## src/include/wdt_pkg.sv

```systemverilog
// Purpose: Shared constants and carrier types for the watchdog timeout control block
// Assumes: APB slave with 32-bit data, one aligned word per register
// Notes:   Control register layout mirrors the 8-bit watchdog control byte
`default_nettype none

package wdt_pkg;

  // ==========================================================================
  // Register map (byte addresses)
  localparam logic [7:0] WDT_OFS_CTRL   = 8'h00;
  localparam logic [7:0] WDT_OFS_STATUS = 8'h04;
  localparam logic [7:0] WDT_OFS_MASK   = 8'h08;
  localparam logic [7:0] WDT_OFS_COUNT  = 8'h0c;

  // ==========================================================================
  // Control register field positions and reset value
  localparam int         WDT_POS_CODE   = 4;
  localparam int         WDT_POS_RESP   = 3;
  localparam int         WDT_POS_FLAG   = 2;
  localparam int         WDT_POS_EN     = 1;
  localparam int         WDT_POS_UNLOCK = 0;
  localparam logic [7:0] WDT_CTRL_RST   = 8'h10;

  // Event status bits (timeout seen, reset requested)
  localparam int         WDT_EVT_TMO    = 0;
  localparam int         WDT_EVT_RST    = 1;
  localparam logic [1:0] WDT_EVT_RST_V  = 2'h0;

  // ==========================================================================
  // Timing: period is 2^code times the base count of crystal ticks
  localparam int          WDT_XTAL_HZ    = 32768;
  localparam int          WDT_CLK_HZ     = 100_000_000;
  localparam int          WDT_BASE_TICKS = 512;
  localparam logic [3:0]  WDT_CODE_IMM   = 4'h8;
  localparam int          WDT_CNT_W      = 17;

  // ==========================================================================
  // Carrier types
  typedef struct packed {
    logic [7:0]  paddr;
    logic        psel;
    logic        penable;
    logic        pwrite;
    logic [31:0] pwdata;
  } wdt_apb_req_t;

  typedef struct packed {
    logic [3:0] code;
    logic       resp_sel;
    logic       flag;
    logic       enable;
  } wdt_ctrl_t;

  typedef struct packed {
    wdt_ctrl_t              ctrl;
    logic                   unlock;
    logic [WDT_CNT_W-1:0]   count;
    logic                   wd_irq;
    logic [1:0]             evt_status;
    logic [1:0]             evt_mask;
    logic                   rst_req;
    logic [31:0]            rdata;
    logic                   slverr;
  } wdt_state_t;

  typedef struct packed {
    logic [31:0] acc;
    logic        tick;
  } wdt_tick_state_t;

endpackage : wdt_pkg

`default_nettype wire
```

## src/hw/wdt_timeout_ctrl.sv

```systemverilog
// Purpose: Watchdog timeout control with APB register access
// Assumes: Core asserts presetn for hardware reset; watchdog reset is requested on wdt_rst_req
// Notes:   Watchdog reset does not reset this block, so the timeout flag survives it
`default_nettype none

// Behaviour
// Codes 0101, 0110, 0111 give 500, 1000 and 2000 ms periods and code 1000 resets at once.
// Software must not program a code above 1000 since those codes are reserved.
// With response select set, expiry raises the watchdog interrupt instead of a reset.
// The watchdog interrupt is not blocked by the global interrupt enable.
// The watchdog interrupt is always high priority and software cannot change that.
// With response select set, the watchdog acts as an interval timer interrupting each period.
// Every timeout sets the timeout status flag.
// The timeout flag clears on a software write of 0 or on a hardware reset.
// A watchdog reset leaves the timeout flag set for software to inspect.
// Setting the enable bit enables the watchdog and clears its counter.
// Software must set enable again within each period or a reset or interrupt follows.
// Enable clears on a 0 write, a watchdog reset, a hardware reset or a supply-monitor event.
// The period is 2^code times 512 crystal ticks at 32.768 kHz.
// A control write is accepted only as the access right after setting the unlock bit.
// The counter advances on a crystal-rate tick independent of the core clock setting.
module wdt_timeout_ctrl #(
  parameter int unsigned CLK_HZ  = wdt_pkg::WDT_CLK_HZ,
  parameter int unsigned XTAL_HZ = wdt_pkg::WDT_XTAL_HZ
) (
  input  wire logic                 pclk,
  input  wire logic                 presetn,
  input  wire wdt_pkg::wdt_apb_req_t apb_req,
  output logic                      pready,
  output logic [31:0]               prdata,
  output logic                      pslverr,
  input  wire logic                 supply_monitor,
  output logic                      wdt_rst_req,
  output logic                      wdt_irq_hi,
  output logic                      wdt_hi_prio,
  output logic                      irq
);
  import wdt_pkg::*;

  // ==========================================================================
  // Period limit in crystal ticks for a valid code
  function automatic logic [WDT_CNT_W-1:0] period_ticks(input logic [3:0] code);
    period_ticks = WDT_CNT_W'(WDT_BASE_TICKS) << code[2:0];
  endfunction

  function automatic logic [31:0] ctrl_word(input wdt_ctrl_t c, input logic u);
    ctrl_word = {24'h0, c.code, c.resp_sel, c.flag, c.enable, u};
  endfunction

  wdt_state_t st_q;
  wdt_state_t st_d;
  logic       tick;
  logic       setup;
  logic       acc_wr;
  logic       wr_ctrl;
  logic       timeout;
  logic       immed;
  logic       mapped;

  // ==========================================================================
  // Crystal tick keeps the period fixed whatever the core clock setting
  wdt_xtal_tick #(
    .CLK_HZ  (CLK_HZ),
    .XTAL_HZ (XTAL_HZ)
  ) u_tick (
    .pclk    (pclk),
    .presetn (presetn),
    .tick    (tick)
  );

  // ==========================================================================
  // APB decode; zero wait states, read data captured in setup
  assign setup   = apb_req.psel && !apb_req.penable;
  assign acc_wr  = apb_req.psel && apb_req.penable && apb_req.pwrite;
  assign wr_ctrl = acc_wr && (apb_req.paddr == WDT_OFS_CTRL);
  assign mapped  = apb_req.paddr inside {WDT_OFS_CTRL, WDT_OFS_STATUS,
                                         WDT_OFS_MASK, WDT_OFS_COUNT};

  // Expiry on the last tick of the period; reserved codes act as the immediate reset
  assign timeout = st_q.ctrl.enable && tick && (st_q.ctrl.code < WDT_CODE_IMM) &&
                   (st_q.count == period_ticks(st_q.ctrl.code) - 1'b1);
  assign immed   = st_q.ctrl.enable && (st_q.ctrl.code >= WDT_CODE_IMM);

  // ==========================================================================
  // Next state
  always_comb begin
    st_d         = st_q;
    st_d.rst_req = 1'b0;

    // Count crystal ticks while enabled
    if (st_q.ctrl.enable && tick) begin
      st_d.count = st_q.count + 1'b1;
    end

    // Unlock lasts for exactly one following access
    if (apb_req.psel && apb_req.penable) begin
      st_d.unlock = 1'b0;
    end

    if (wr_ctrl) begin
      if (st_q.unlock) begin
        st_d.ctrl.code     = apb_req.pwdata[WDT_POS_CODE +: 4];
        st_d.ctrl.resp_sel = apb_req.pwdata[WDT_POS_RESP];
        st_d.ctrl.enable   = apb_req.pwdata[WDT_POS_EN];
        if (!apb_req.pwdata[WDT_POS_FLAG]) begin
          st_d.ctrl.flag = 1'b0;
        end
        if (apb_req.pwdata[WDT_POS_EN]) begin
          st_d.count = '0;
        end
      end else if (apb_req.pwdata[WDT_POS_UNLOCK]) begin
        st_d.unlock = 1'b1;
      end
    end

    // Other registers: W1C event status and its mask
    if (acc_wr && apb_req.paddr == WDT_OFS_STATUS) begin
      st_d.evt_status = st_q.evt_status & ~apb_req.pwdata[1:0];
    end
    if (acc_wr && apb_req.paddr == WDT_OFS_MASK) begin
      st_d.evt_mask = apb_req.pwdata[1:0];
    end

    // Expiry: sets the flag, then interrupt or reset; set beats any clear
    if (timeout || immed) begin
      st_d.ctrl.flag                  = 1'b1;
      st_d.count                      = '0;
      st_d.evt_status[WDT_EVT_TMO]    = 1'b1;
      if (st_q.ctrl.resp_sel && !immed) begin
        st_d.wd_irq = 1'b1;
      end else begin
        st_d.rst_req                 = 1'b1;
        st_d.ctrl.enable             = 1'b0;
        st_d.evt_status[WDT_EVT_RST] = 1'b1;
      end
    end

    // Handler acknowledges by clearing the flag
    if (!st_d.ctrl.flag) begin
      st_d.wd_irq = 1'b0;
    end

    // Supply monitor drops the enable
    if (supply_monitor) begin
      st_d.ctrl.enable = 1'b0;
    end

    // Read data and error captured in the setup cycle
    if (setup) begin
      st_d.slverr = !mapped;
      unique case (apb_req.paddr)
        WDT_OFS_CTRL:   st_d.rdata = ctrl_word(st_q.ctrl, st_q.unlock);
        WDT_OFS_STATUS: st_d.rdata = {30'h0, st_q.evt_status};
        WDT_OFS_MASK:   st_d.rdata = {30'h0, st_q.evt_mask};
        WDT_OFS_COUNT:  st_d.rdata = {{(32 - WDT_CNT_W){1'b0}}, st_q.count};
        default:        st_d.rdata = 32'h0;
      endcase
    end
  end

  // ==========================================================================
  // State register; hardware reset clears flag and enable
  always_ff @(posedge pclk or negedge presetn) begin
    if (!presetn) begin
      st_q            <= '0;
      st_q.ctrl       <= wdt_ctrl_t'(WDT_CTRL_RST[7:1]);
      st_q.evt_status <= WDT_EVT_RST_V;
    end else begin
      st_q <= st_d;
    end
  end

  // ==========================================================================
  // Outputs; watchdog interrupt bypasses the global enable, fixed high priority
  assign pready      = 1'b1;
  assign prdata      = st_q.rdata;
  assign pslverr     = st_q.slverr;
  assign wdt_rst_req = st_q.rst_req;
  assign wdt_irq_hi  = st_q.wd_irq;
  assign wdt_hi_prio = 1'b1;
  assign irq         = |(st_q.evt_status & st_q.evt_mask);
endmodule // wdt_timeout_ctrl

`default_nettype wire

```

## src/hw/wdt_xtal_tick.sv

```systemverilog
// Purpose: Crystal-rate tick from the bus clock by a phase accumulator
// Assumes: CLK_HZ greater than or equal to XTAL_HZ
// Notes:   Average tick rate is exact; single intervals jitter by one cycle
`default_nettype none

module wdt_xtal_tick #(
  parameter int unsigned CLK_HZ  = 100_000_000,
  parameter int unsigned XTAL_HZ = 32768
) (
  input  wire logic pclk,
  input  wire logic presetn,
  output logic      tick
);
  import wdt_pkg::*;

  wdt_tick_state_t st_q;
  wdt_tick_state_t st_d;

  // ==========================================================================
  // Accumulate the crystal rate; wrap at the clock rate and fire a tick
  always_comb begin
    st_d      = st_q;
    st_d.tick = 1'b0;
    if (st_q.acc + XTAL_HZ >= CLK_HZ) begin
      st_d.acc  = st_q.acc + XTAL_HZ - CLK_HZ;
      st_d.tick = 1'b1;
    end else begin
      st_d.acc = st_q.acc + XTAL_HZ;
    end
  end

  always_ff @(posedge pclk or negedge presetn) begin
    if (!presetn) begin
      st_q <= '0;
    end else begin
      st_q <= st_d;
    end
  end

  assign tick = st_q.tick;

endmodule // wdt_xtal_tick

`default_nettype wire

```

## config.mk

```make
export PLATFORM = sky130hd
export DESIGN_NAME = wdt_timeout_ctrl
export DESIGN_NICKNAME = d
export VERILOG_FILES = /design/src/include/wdt_pkg.sv /design/src/hw/wdt_timeout_ctrl.sv /design/src/hw/wdt_xtal_tick.sv
export SDC_FILE = /design/constraint.sdc
export NUM_CORES = 1
export LEC_CHECK = 0
export BUFFER_PORTS_ARGS = -buffer_cell sky130_fd_sc_hd__buf_4
export CAP_MARGIN = 15
export CORE_ASPECT_RATIO = 0.8
export CORE_MARGIN = 1
export CORE_UTILIZATION = 50
export CTS_CLUSTER_SIZE = 12
export DETAILED_ROUTE_END_ITERATION = 6
export PLACE_DENSITY_LB_ADDON = 0.15
export REMOVE_ABC_BUFFERS = 1
export SLEW_MARGIN = 40
export SYNTH_ARGS = -nofsm -noshare
export SYNTH_HDL_FRONTEND = slang
export SYNTH_SLANG_ARGS = --single-unit
```

## constraint.sdc

```tcl
create_clock -name pclk -period 2.9 [get_ports pclk]
set_clock_uncertainty 0.15 [all_clocks]
set_input_delay 0.435 -clock pclk [delete_from_list [all_inputs] [get_ports pclk]]
set_output_delay 0.435 -clock pclk [all_outputs]
set_load 0.02 [all_outputs]
```

* After elaboration in Yosys (flattened, before gate mapping)
Cells that the tools add are included.
** Cells by class
- Add/subtract/negate cells :: 4
- Order comparisons :: 3
- Equality and inequality tests :: 6
- Shift operators :: 1
- Muxes and demuxes :: 22
- Bitwise operators :: 3
- Reductions and logical operators :: 21
** Operators with widths (number)
- case mux 17 bit (4 select lines) :: 1
- two-way mux 17 bit :: 3
- two-way mux 20 bit :: 2
- adder 32 x 16 -> 32 bit (second input constant) :: 1
- greater-or-equal comparator 32 x 27 -> 1 bit (second input constant) :: 1
- two-way mux 32 bit :: 1
- subtractor 32 x 27 -> 32 bit (second input constant) :: 1
- adder 17 x 1 -> 17 bit (second input constant) :: 1
- equality test 17 bit :: 1
- left shift 10 x 3 -> 17 bit (first input constant) :: 1
- subtractor 17 x 1 -> 17 bit (second input constant) :: 1
- equality test 8 x 4 -> 1 bit (second input constant) :: 2
- two-way mux 1 bit :: 12
- logical AND 1 bit :: 11
- equality test 8 x 3 -> 1 bit (second input constant) :: 1
- zero test 8 bit :: 1
- two-way mux 2 bit :: 3
- bitwise AND 2 bit :: 2
- greater-or-equal comparator 4 bit (second input constant) :: 1
- < comparator 4 bit (second input constant) :: 1
- inequality test 2 x 1 -> 1 bit (second input constant) :: 2
- AND reduction 2 bit :: 2
- nonzero test 4 bit :: 1
- zero test 1 bit :: 3
- other kinds (4) :: 4
** Storage, ports and cells
- Bits in registers :: 97
- Bits of input ports :: 46
- Output and inout port bits :: 38
- Logic and storage cells :: 75

* Depth between registers and ports, before layout
Gate-level depths: netlist of the first run.
- Word-level depth :: 9
- Gate-level depth with buffers :: 13
- Gate-level depth less buffers :: 10

* By module
A second synthesis of the first run with hierarchy kept.
** Unflattened totals
- Cell total of the unflattened synthesis :: 468
- Area total of the unflattened synthesis :: 4654.5 um^2
** By module, submodules not included
- wdt_timeout_ctrl :: times used 1, cells each 260, area each 2708.8 um^2, seq. area each 1227.4 um^2
- wdt_xtal_tick :: times used 1, cells each 208, area each 1945.6 um^2, seq. area each 625.6 um^2

* Least setup slack after synthesis of the first run
Ideal clock, no wire load.
- Path kind :: register to register
- Start :: register st_q[61] in the netlist's numbering
- End :: register st_q[45] in the netlist's numbering
- Setup time :: 0.071 ns
- Arrival :: 2.741 ns
- Data required time :: 2.679 ns
- Slack :: -0.062 ns
- Stages on the path, launching flop included :: 13
- Path buffers :: 3
- Clock period less this slack :: 2.962 ns
- Cell sequence :: dfrtp_1 clkbuf_1 or3_1 ha_1 or3b_1 a21o_1 and3b_1 o2111ai_1 nand2_1 a21o_1 buf_2 buf_2 nor2_1
** RTL lines
- start, declared :: line wdt_timeout_ctrl.sv:50 : wdt_state_t st_q;
- start signal, assigned :: line wdt_timeout_ctrl.sv:169 : st_q <= st_d;

==> metrics.md, run 1 <==
| Metric | Value |
|---|---|
| Slew Viols, Final | 0 |
| Flop pwr share | 44.1% |
| Combinational group share of total power | 4.0% |
| EDFF count, synth | 0 |
| Multi-input gate area in the final layout | 2330 um^2 |
| Port buffer count | 42 |
| Critical path startpoint category | flip-flop |
| Vias | roughly 3.4k |
| Leakage power | roughly 2.4 nW |
| Tot Pwr | around 2.4 mW |
| RePlAce Congestion | 0.861 |
| Core area | 8630 um^2 |
| Die ar. | approximately 9400 um^2 |
| Skew-Pair Late Insertion Delay | 0.34 ns |
| WP data arrival | 2.81 ns |
| Worst-margin pin slew | 0.667 ns |
| P_int | about 1.9 mW |
| Layout cell share with drive strength beyond 1 | roughly 26% |
| Initial Utilization | 52.3% |
| Die H | ~87 um |
| Max Fanout on Critical Path | 5 |
| Cell Rows | 30 |
| Fin nets | 573 |
| Power density over the cells | 438 nW/um^2 |
| Tmin final | 2.75 ns |
| WS Path Type | reg2reg |
| Syn avg cell area | 9.74 um^2 |
| RSZ-0062 raised after global routing | no |
| Die X | 108 um |
| Pin count of the biggest net entering global routing | 75 |
| Worst min-delay path category | in2reg |
| Slew headroom | between 50% and 60% |
| GRT overflow | 0 |
| Clock-pin slew on the worst setup and hold paths | around 0.06 ns |
| Final setup viols | 0 |
| Max VDD drop | 363 uV |
| Distinct cell type count after synthesis | 66 |
| Mapped Area | about 4500 um^2 |
| Initial antenna violation count | 0 |
| Post-Syn Instances | 463 |
| Reg area | 1850 um^2 |
| Seq cells post-synth | 74 |
| Routed Antenna Nets | 0 |
| Seq/Total Area, Yosys | 41.1% |
| DP HPWL | between 6 and 7 mm |
| Clk network pwr share | 52.0% |
| Sw Pwr | 0.486 mW |
| Max clock buf depth | 2 |
| Most used DFF post-synth | dfrtp_1 |
| # diodes | 0 |
| Layout area overhead | 18.9% |
| Critical Path RT | 2.96 ns |
| Fraction of power spent switching nets | between 20% and 30% |
| Drt wl/cell | between 10 and 15 um |
| Max Cap Viol | 0 |
| Endpoint type of the worst setup path | flip-flop |
| Final hold viol count | 0 |
| CTS tree | done |
| # fillers | 752 |
| Fin crit share | around 95% |
| Global-route wire length before repair | 15.9 mm |
| H-tree depth | 3 |
| Ys async rst share | 100% |
| Status | finished clean |
| Root buf cell | clkbuf_16 |
| Yosys warns | 0 |
| Core Util, Final | 62.2% |
| Total clock sinks | 74 |
| CTS Buf Count | 9 |
| Setup slack, reg-to-reg | 0.15 ns |
| Drt pass-1 iters | 4 |
| Achievable frequency | roughly 360 MHz |
| DR DRC count | 0 |
| Routed Wire Length | 9.27 mm |
| Initial DRC count | 177 |
| Vias in the first global route | 3,325 |
| Setup_tns | 0 ns |
| GRT Util Overall | 21.6% |
| Io pins | 84 |
| Vias per inst | 5.28 |
## cells in the final DEF, fill, tap and decap left out, drive strengths merged, types with 3 or more instances in the layout
cell type  count
mux2i          5
o211ai         9
mux2           7
nand2         36
o22ai          3
a21o           4
dfrtp         73
xor2          26
buf           88
nor2          47
ha             6
o2111ai        4
or3            6
nor3b          3
clkbuf        12
inv            9
a22oi          6
nor3           6
o21bai         4
nand3         20
xnor2         33
conb          17
nand4          6
o31ai          9
o21ai         16
a31oi          4
a22o          12
a21oi         11
and3           8
## kinds of logic after synthesis
kind of cell / after synthesis / share of synthesized area, %
buffers and inverters: 66 / 9.04
adders and majority gates: 6 / 1.66
and+or+nand+nor: 151 / 17.3
xor gates and xnor gates: 59 / 11.5
AOI/OAI and AO/OA: 91 / 15.4
other: 2 / 0.166
muxes: 14 / 3.85
DFF: 74 / 41.1
## critical path: stages (launching register included)
cell and delay (ns):
dfrtp_1 0.37, inv_1 0.10, ha_2 0.21, or4b_1 0.48, buf_4 0.18, a41oi_2 0.22
o21bai_1 0.13, and2_2 0.25, a31oi_1 0.21, o221ai_1 0.18, xnor2_1 0.16
## power groups by stage
stage	Combinational [mW]	Sequential, mW	Clock (mW)
floorplan	0.0362	1.06	0
global placement	0.0921	1.05	0
detailed placement	0.0934	1.05	0
CTS	0.0948	1.04	1.25
global route	0.105	1.04	1.29
finish	0.0931	1.04	1.22
## cells in the mapped netlist, types with 5 or more instances
master,instances,share of area (%)
dfrtp_1,73,40
nor2_1,46,3.8
buf_4,37,6.2
nand2_1,36,3.0
xnor2_1,33,6.4
xor2_1,26,5.0
nand3_1,19,2.1
clkbuf_1,13,1.1
a22o_1,12,2.3
a21oi_1,11,1.2
inv_1,9,0.75
and3_1,8,1.1
o21ai_0,8,0.89
mux2_2,7,1.7
o31ai_1,7,1.2
a22oi_1,6,1.0
ha_1,6,1.7
nor3_1,6,0.67
o21ai_1,6,0.67
mux2i_1,5,1.1
nand4_1,5,0.69
or3_1,5,0.69
## cell type report
cell class | instances | area share [%]
flip-flops and latches | 74 | 34.5
repair buffers | 89 | 12.6
well taps | 112 | 2.61
clock buffers | 12 | 4.78
inverters | 9 | 0.630
clock inverters | 4 | 1.38
multi-input cells | 338 | 43.5
## metal layers
metal  share of wire [%]  routed length (um)  vias up  track usage, %
met5                   0                   0        -               0
met4                 1.1                 106        0            6.85
met3                 3.5                 321        9            4.86
met2                  46                4240       53            34.0
met1                  50                4610     1613            29.7
li1                    -                   -     1696               -
## through the flow
step / hold WS, ns / worst slack, ns / instance area [um^2] / std cells
3_3_place_gp: 0.315 / -0.0448 / 4940 / 613
4_1_cts: 0.0919 / 0.0136 / 5300 / 631
3_5_place_dp: 0.319 / 0.0296 / 4950 / 614
6_report: 0.110 / 0.152 / 5370 / 638
2_1_floorplan: -0.0106 / -0.527 / 4190 / 421
5_1_grt: 0.0984 / 0.00563 / 5370 / 638
## final timing paths
kind,startpoint,end,cells after the start
worst max-delay path,u_tick.st_q[10],u_tick.st_q[29],10
worst min-delay path,supply_monitor,st_q[57],2
worst max register to register,u_tick.st_q[10],u_tick.st_q[29],10
worst min register to register,prdata[4],prdata[4],2
max in group asynchronous,presetn,u_tick.st_q[12],2
min in group asynchronous,presetn,prdata[0],2
## what timing repair did
| item | in CTS | in global routing |
|---|---|---|
| endpoints found under the setup margin | 0 | 36 |
| buffers inserted | 0 | 7 |
| endpoints found under the hold margin | 47 | 0 |
| hold buffers | 1 | 0 |
| gates resized for setup | 0 | 6 |
## registers in the layout (all words and copies together) (netlist names)
name         count
st_q            29
u_tick.st_q     24
prdata          17
wdt_rst_req      1
pslverr          1
wdt_irq_hi       1
u_tick.tick      1
Note: power is estimated with default switching activity, not from simulation.
==> run 2: changes to the inputs <==
- RECOVER_POWER: default -> 50
==> metrics.md, run 2 (synthesized netlist as in run 1, its figures left out) <==
| Metric | Value |
|---|---|
| Crit-path cells | inv_1 -> ha_2 -> or4b_1 -> buf_4 -> a41oi_2 -> o21bai_1 -> and2_2 -> a31oi_1 -> o221ai_1 -> xnor2_1 |
| Worst-margin pin slew | 1.80 ns (+1.13 ns) |
| Max reg flops | 29 (unchanged) |
| Initial antenna violation count | 0 (unchanged) |
| Tmin final | 2.75 ns (unchanged) |
| Status | finished, violations left |
| RSZ-0062 raised after global routing | no |
| Top reg by flops | st_q |
| DP Worst Slack | 0.0296 ns (unchanged) |
| Critical path origin | u_tick.st_q[10] |
| Io pins | 84 (unchanged) |
| WP data arrival | 2.81 ns (about the same) |
| Endpoint type of the worst setup path | flip-flop |
| Critical path startpoint category | flip-flop |
| CTS tree | done |
| Post-DP Area | 4950 um^2 (unchanged) |
| Layout area overhead | 18.3% |
| Root buf cell | clkbuf_16 |
| Drt wl/cell | 14.6 um (+0.17%) |
| Worst path top cell family by delay | compound AO/OA/AOI/OAI gates |
| Commonest non-fill, non-tap cell in the layout | buf_4 |
| Max Cap Viol | 1 (+1) |
| Drt pass-1 iters | 4 (unchanged) |
| Worst min-delay path category | in2reg |
| DR DRC count | 0 (unchanged) |
| RR Startpoint | u_tick.st_q[10] |
| FF-to-FF path depth | 10 (unchanged) |
| Routed Antenna Nets | 0 (unchanged) |
| Failing checks | capacitance limit, slew limit |
| Final WS setup | 0.152 ns (unchanged) |
| Slew headroom | -19.8% (-75 points) |
| Vias in the first global route | 3,325 (unchanged) |
| Final instance area | 5340 um^2 (-0.54%) |
| CTS Buf Count | 9 (unchanged) |
| Worst path bufs/invs | 2 (unchanged) |
| CP Capture Point | u_tick.st_q[29] |
| Core Util, Final | 61.8% (-0.33 points) |
| Initial Utilization | 52.3% (unchanged) |
| Setup slack, reg-to-reg | 0.15 ns (about the same) |
| Clock-pin slew on the worst setup and hold paths | 0.06 ns (about the same) |
| Power density over the cells | 440 nW/um^2 (+0.48%) |
| DP HPWL | 6.60 mm (unchanged) |
| Multi-input gate area in the final layout | 2330 um^2 (unchanged) |
| Crit path max-delay cell type | or4b_1 |
| Total clock sinks | 74 (unchanged) |
| Fin crit share | 94.8% (unchanged) |
| Final setup viols | 0 (unchanged) |
| # fillers | 756 (+0.53%) |
| Die H | 87.0 um (unchanged) |
| H-tree depth | 3 (unchanged) |
| Commonest cells after routing, fill and taps aside | buf_4, dfrtp_1, nor2_1, nand2_1, xnor2_1 |
| Pin count of the biggest net entering global routing | 75 (unchanged) |
| Slew Viols, Final | 75 (+75) |
| Reg area | 1850 um^2 (unchanged) |
| Vias | 3,372 (+0.030%) |
| Die X | 108 um (unchanged) |
| Max VDD drop | 363 uV (about the same) |
| Critical Path RT | 2.96 ns (about the same) |
| Fin nets | 573 (unchanged) |
| GRT Util Overall | 21.6% (unchanged) |
| Die ar. | 9410 um^2 (unchanged) |
| Worst R2R End | u_tick.st_q[29] |
| Leakage power | 2.33 nW (-1.1%) |
| Initial DRC count | 178 (+0.56%) |
| Tot Pwr | 2.35 mW (about the same) |
| Core area | 8630 um^2 (unchanged) |
| CP peak stage delay | 0.48 ns (about the same) |
| RePlAce Congestion | 0.861 (unchanged) |
| Max Fanout on Critical Path | 5 (unchanged) |
| Routed Wire Length | 9.29 mm (+0.17%) |
| Cell Rows | 30 (unchanged) |
| Layout cell share with drive strength beyond 1 | 24.7% (-1.1 points) |
| Vias per inst | 5.29 (about the same) |
| Skew-Pair Late Insertion Delay | 0.34 ns (about the same) |
| Worst path depth | 10 (unchanged) |
| WS Path Type | reg2reg |
| Setup_tns | 0 ns (unchanged) |
| # diodes | 0 (unchanged) |
| Max clock buf depth | 2 (unchanged) |
| Final hold viol count | 0 (unchanged) |
| Global-route wire length before repair | 15.9 mm (unchanged) |
| Port buffer count | 42 (unchanged) |
| Achievable frequency | 364 MHz (unchanged) |
| Hold Crit Depth | 2 (unchanged) |
| GRT overflow | 0 (unchanged) |
==> run 2: how the worst min path moves through the flow <==
| stage | startpoint | to | slack [ns] |
|---|---|---|---|
| 2_1_floorplan | presetn | prdata[0] | -0.01 |
| 3_3_place_gp | prdata[4] | prdata[4] | 0.31 |
| 3_5_place_dp | prdata[5] | prdata[5] | 0.32 |
| 4_1_cts | supply_monitor | st_q[57] | 0.09 |
| 5_1_grt | supply_monitor | st_q[57] | 0.1 |
| 6_report | supply_monitor | st_q[57] | 0.11 |
==> run 2: what timing repair did <==
action / CTS / global route
hold endpoints to repair: 47 / 0
buffers inserted: 0 / 7
hold buffers: 1 / 0
setup endpoints to repair: 0 / 36
gates resized for setup: 0 / 6
==> run 2: report_power, final <==
group	internal (mW)	total (mW)	switching, mW	leakage, nW
clock network	0.800	1.22	0.422	0.163
registers	1.03	1.04	0.00103	0.911
logic	0.0290	0.0916	0.0626	1.26
==> run 2: layout make-up <==
type,count,area share [%]
clock inverter,4,1.38
inverter,9,0.633
sequential,74,34.7
timing repair buffer,89,12.1
multi-input combinational,338,43.7
tap,112,2.63
clock buffer,12,4.81
==> run 2: per-layer routing <==
layer | track usage, % | wire length, um | vias up
li1 | - | - | 1696
met1 | 29.7 | 4600 | 1610
met2 | 34.0 | 4230 | 57
met3 | 4.86 | 344 | 9
met4 | 6.85 | 106 | 0
met5 | 0 | 0 | -
==> run 2: through the flow <==
| step | instances | hold WS, ns |
|---|---|---|
| 2_1_floorplan | 421 | -0.0106 |
| 3_3_place_gp | 613 | 0.315 |
| 3_5_place_dp | 614 | 0.319 |
| 4_1_cts | 631 | 0.0919 |
| 5_1_grt | 638 | 0.0984 |
| 6_report | 638 | 0.110 |
==> run 3: changes to the inputs <==
- SLEW_MARGIN: 40 -> 20
- clock period: 2.9 -> 2.57 ns (I/O delays scaled with it)
==> metrics.md, run 3 (synthesized netlist as in run 1, its figures left out) <==
| Metric | Value |
|---|---|
| Hold Crit Depth | 2 (unchanged) |
| Routed Wire Length | 10.4 mm (+12%) |
| Fin nets | 601 (+4.9%) |
| CP peak stage delay | 0.39 ns (-0.09 ns) |
| Tmin final | 2.66 ns (-0.0890 ns) |
| Pin count of the biggest net entering global routing | 75 (unchanged) |
| Cell Rows | 30 (unchanged) |
| Drt pass-1 iters | 4 (unchanged) |
| Fraction of power spent switching nets | 23.4% (+2.8 points) |
| Combinational group share of total power | 4.0% (about the same) |
| CTS Buf Count | 9 (unchanged) |
| Die X | 108 um (unchanged) |
| Worst path bufs/invs | 1 (-1) |
| Clock-pin slew on the worst setup and hold paths | 0.06 ns (about the same) |
| Slew Viols, Final | 75 (unchanged) |
| # diodes | 0 (unchanged) |
| Vias in the first global route | 3,591 (+8.0%) |
| Worst hold slack | 0.0489 ns (-0.0607 ns) |
| Root buf cell | clkbuf_16 |
| WP data arrival | 2.79 ns (-0.02 ns) |
| Core area | 8630 um^2 (unchanged) |
| CTS tree | done |
| Clk network pwr share | 50.1% (-1.9 points) |
| RePlAce Congestion | 0.838 (-2.6%) |
| Skew-Pair Late Insertion Delay | 0.35 ns (about the same) |
| FF-to-FF path depth | 10 (unchanged) |
| RR Startpoint | st_q[61] |
| Worst path top cell family by delay | simple AND/OR/NAND/NOR gates |
| Worst R2R End | st_q[42] |
| Tot Pwr | 2.55 mW (+8.3%) |
| Status | finished, violations left |
| GRT overflow | 0 (unchanged) |
| Initial Utilization | 52.3% (unchanged) |
| Failing checks | capacitance limit, slew limit, setup timing |
| Max Fanout on Critical Path | 8 (+3) |
| Fin crit share | 103% (+8.7 points) |
| Commonest non-fill, non-tap cell in the layout | buf_4 |
| Io pins | 84 (unchanged) |
| DR DRC count | 0 (unchanged) |
| Critical Path RT | 2.70 ns (-0.26 ns) |
| Final WS setup | -0.0893 ns (-0.241 ns) |
| Cells after DPL | 633 (+3.1%) |
| Setup slack, reg-to-reg | -0.09 ns (-0.24 ns) |
| Global-route wire length before repair | 16.9 mm (+6.6%) |
| Hold Path End | st_q[57] |
| Vias per inst | 5.41 (+2.3%) |
| Sw Pwr | 0.596 mW (+23%) |
| Max reg flops | 29 (unchanged) |
| Final non-filler cell total | 666 (+4.4%) |
| Final instance area | 5960 um^2 (+12%) |
| RSZ-0062 raised after global routing | yes |
| Slew headroom | -18.6% (+1.2 points) |
| Total clock sinks | 74 (unchanged) |
| Layout cell share with drive strength beyond 1 | 37.9% (+13 points) |
| GRT Util Overall | 23.2% (+1.6 points) |
| Port buffer count | 42 (unchanged) |
| Crit path max-delay cell type | dfrtp_1 |
| P_int | 1.95 mW (+4.6%) |
| Leakage power | 2.56 nW (+9.7%) |
| Die H | 87.0 um (unchanged) |
| Layout area overhead | 32.1% |
| Worst min-delay path category | in2reg |
| Core Util, Final | 69.0% (+7.2 points) |
| Worst-margin pin slew | 1.78 ns (-0.0179 ns) |
| Routed Antenna Nets | 0 (unchanged) |
| Max VDD drop | 399 uV (+10%) |
| Post-DP Area | 5120 um^2 (+3.3%) |
| Flop pwr share | 45.9% (+1.8 points) |
| Die ar. | 9410 um^2 (unchanged) |
| Critical path startpoint category | flip-flop |
| WS Path Type | reg2reg |
| DP Worst Slack | -0.223 ns (-0.252 ns) |
| Endpoint type of the worst setup path | flip-flop |
| Setup_tns | -1.21 ns (-1.21 ns) |
| Top reg by flops | st_q |
| Initial DRC count | 140 (-21%) |
| DP HPWL | 6.95 mm (+5.3%) |
| Power density over the cells | 427 nW/um^2 (-3.0%) |
| Crit-path cells | or3_4 -> ha_4 -> or3b_1 -> a21o_1 -> and3b_1 -> o2111ai_2 -> nand2_1 -> a21o_4 -> buf_12 -> nor2_4 |
| Vias | 3,600 (+6.8%) |
| Hold Path Origin | supply_monitor |
| Drt wl/cell | 15.6 um (+7.4%) |
| H-tree depth | 3 (unchanged) |
| Final hold viol count | 0 (unchanged) |
| Initial antenna violation count | 0 (unchanged) |
| Commonest cells after routing, fill and taps aside | buf_4, dfrtp_1, nand2_1, xnor2_1, nor2_1 |
| Final setup viols | 19 (+19) |
| Max clock buf depth | 2 (unchanged) |
| Achievable frequency | 376 MHz (+3.3%) |
| Max Cap Viol | 1 (unchanged) |
-- run 3: worst reg2reg max path, delay by kind of cell, from the launching register on --
family                     cells  cell delay (ns)
and+or+nand+nor                5             1.10
AOI/OAI and AO/OA              3             0.63
DFF                            1             0.39
adders and majority gates      1             0.17
buffers and inverters          1             0.16
-- run 3: worst max path at each step --
stage | end | depth (start not counted) | from | slack [ns]
global route | st_q[41] | 12 | st_q[61] | -0.17
finish | st_q[42] | 10 | st_q[61] | -0.09
global placement | wdt_rst_req | 9 | st_q[62] | -0.16
detailed placement | wdt_rst_req | 9 | st_q[62] | -0.22
floorplan | u_tick.st_q[24] | 8 | u_tick.st_q[16] | -0.86
CTS | st_q[41] | 10 | st_q[60] | -0.10
-- run 3: final cells by class --
| class | instances | area (um^2) |
|---|---|---|
| multi-input cells | 338 | 2650 |
| clock buffers | 9 | 225 |
| clock inverters | 7 | 68.8 |
| fillers | 673 | 2670 |
| inverters | 9 | 33.8 |
| flip-flops and latches | 74 | 1860 |
| well taps | 112 | 140 |
| repair buffers | 117 | 986 |
-- run 3: timing repair --
item	in CTS	in global routing
resized for setup	39	52
pin swaps	21	23
buffers inserted	6	10
cloned	1	1
hold endpoints to repair	0	0
hold buffers	0	0
setup endpoints to repair	45	47
-- run 3: layer usage --
layer  track usage [%]  part of all wire (%)  vias up
met5                 0                     0        -
met4              7.22                   1.1        0
met3              4.94                   3.6       16
met2              38.7                    50       85
met1              30.2                    45     1746
li1                  -                     -     1753
-- run 3: power by group through the flow --
| stage | sequential [mW] | clock (mW) | combinational, mW |
|---|---|---|---|
| floorplan | 1.19 | 0 | 0.0408 |
| global placement | 1.19 | 0 | 0.104 |
| detailed placement | 1.19 | 0 | 0.105 |
| CTS | 1.17 | 1.29 | 0.105 |
| global route | 1.17 | 1.34 | 0.116 |
| finish | 1.17 | 1.28 | 0.102 |
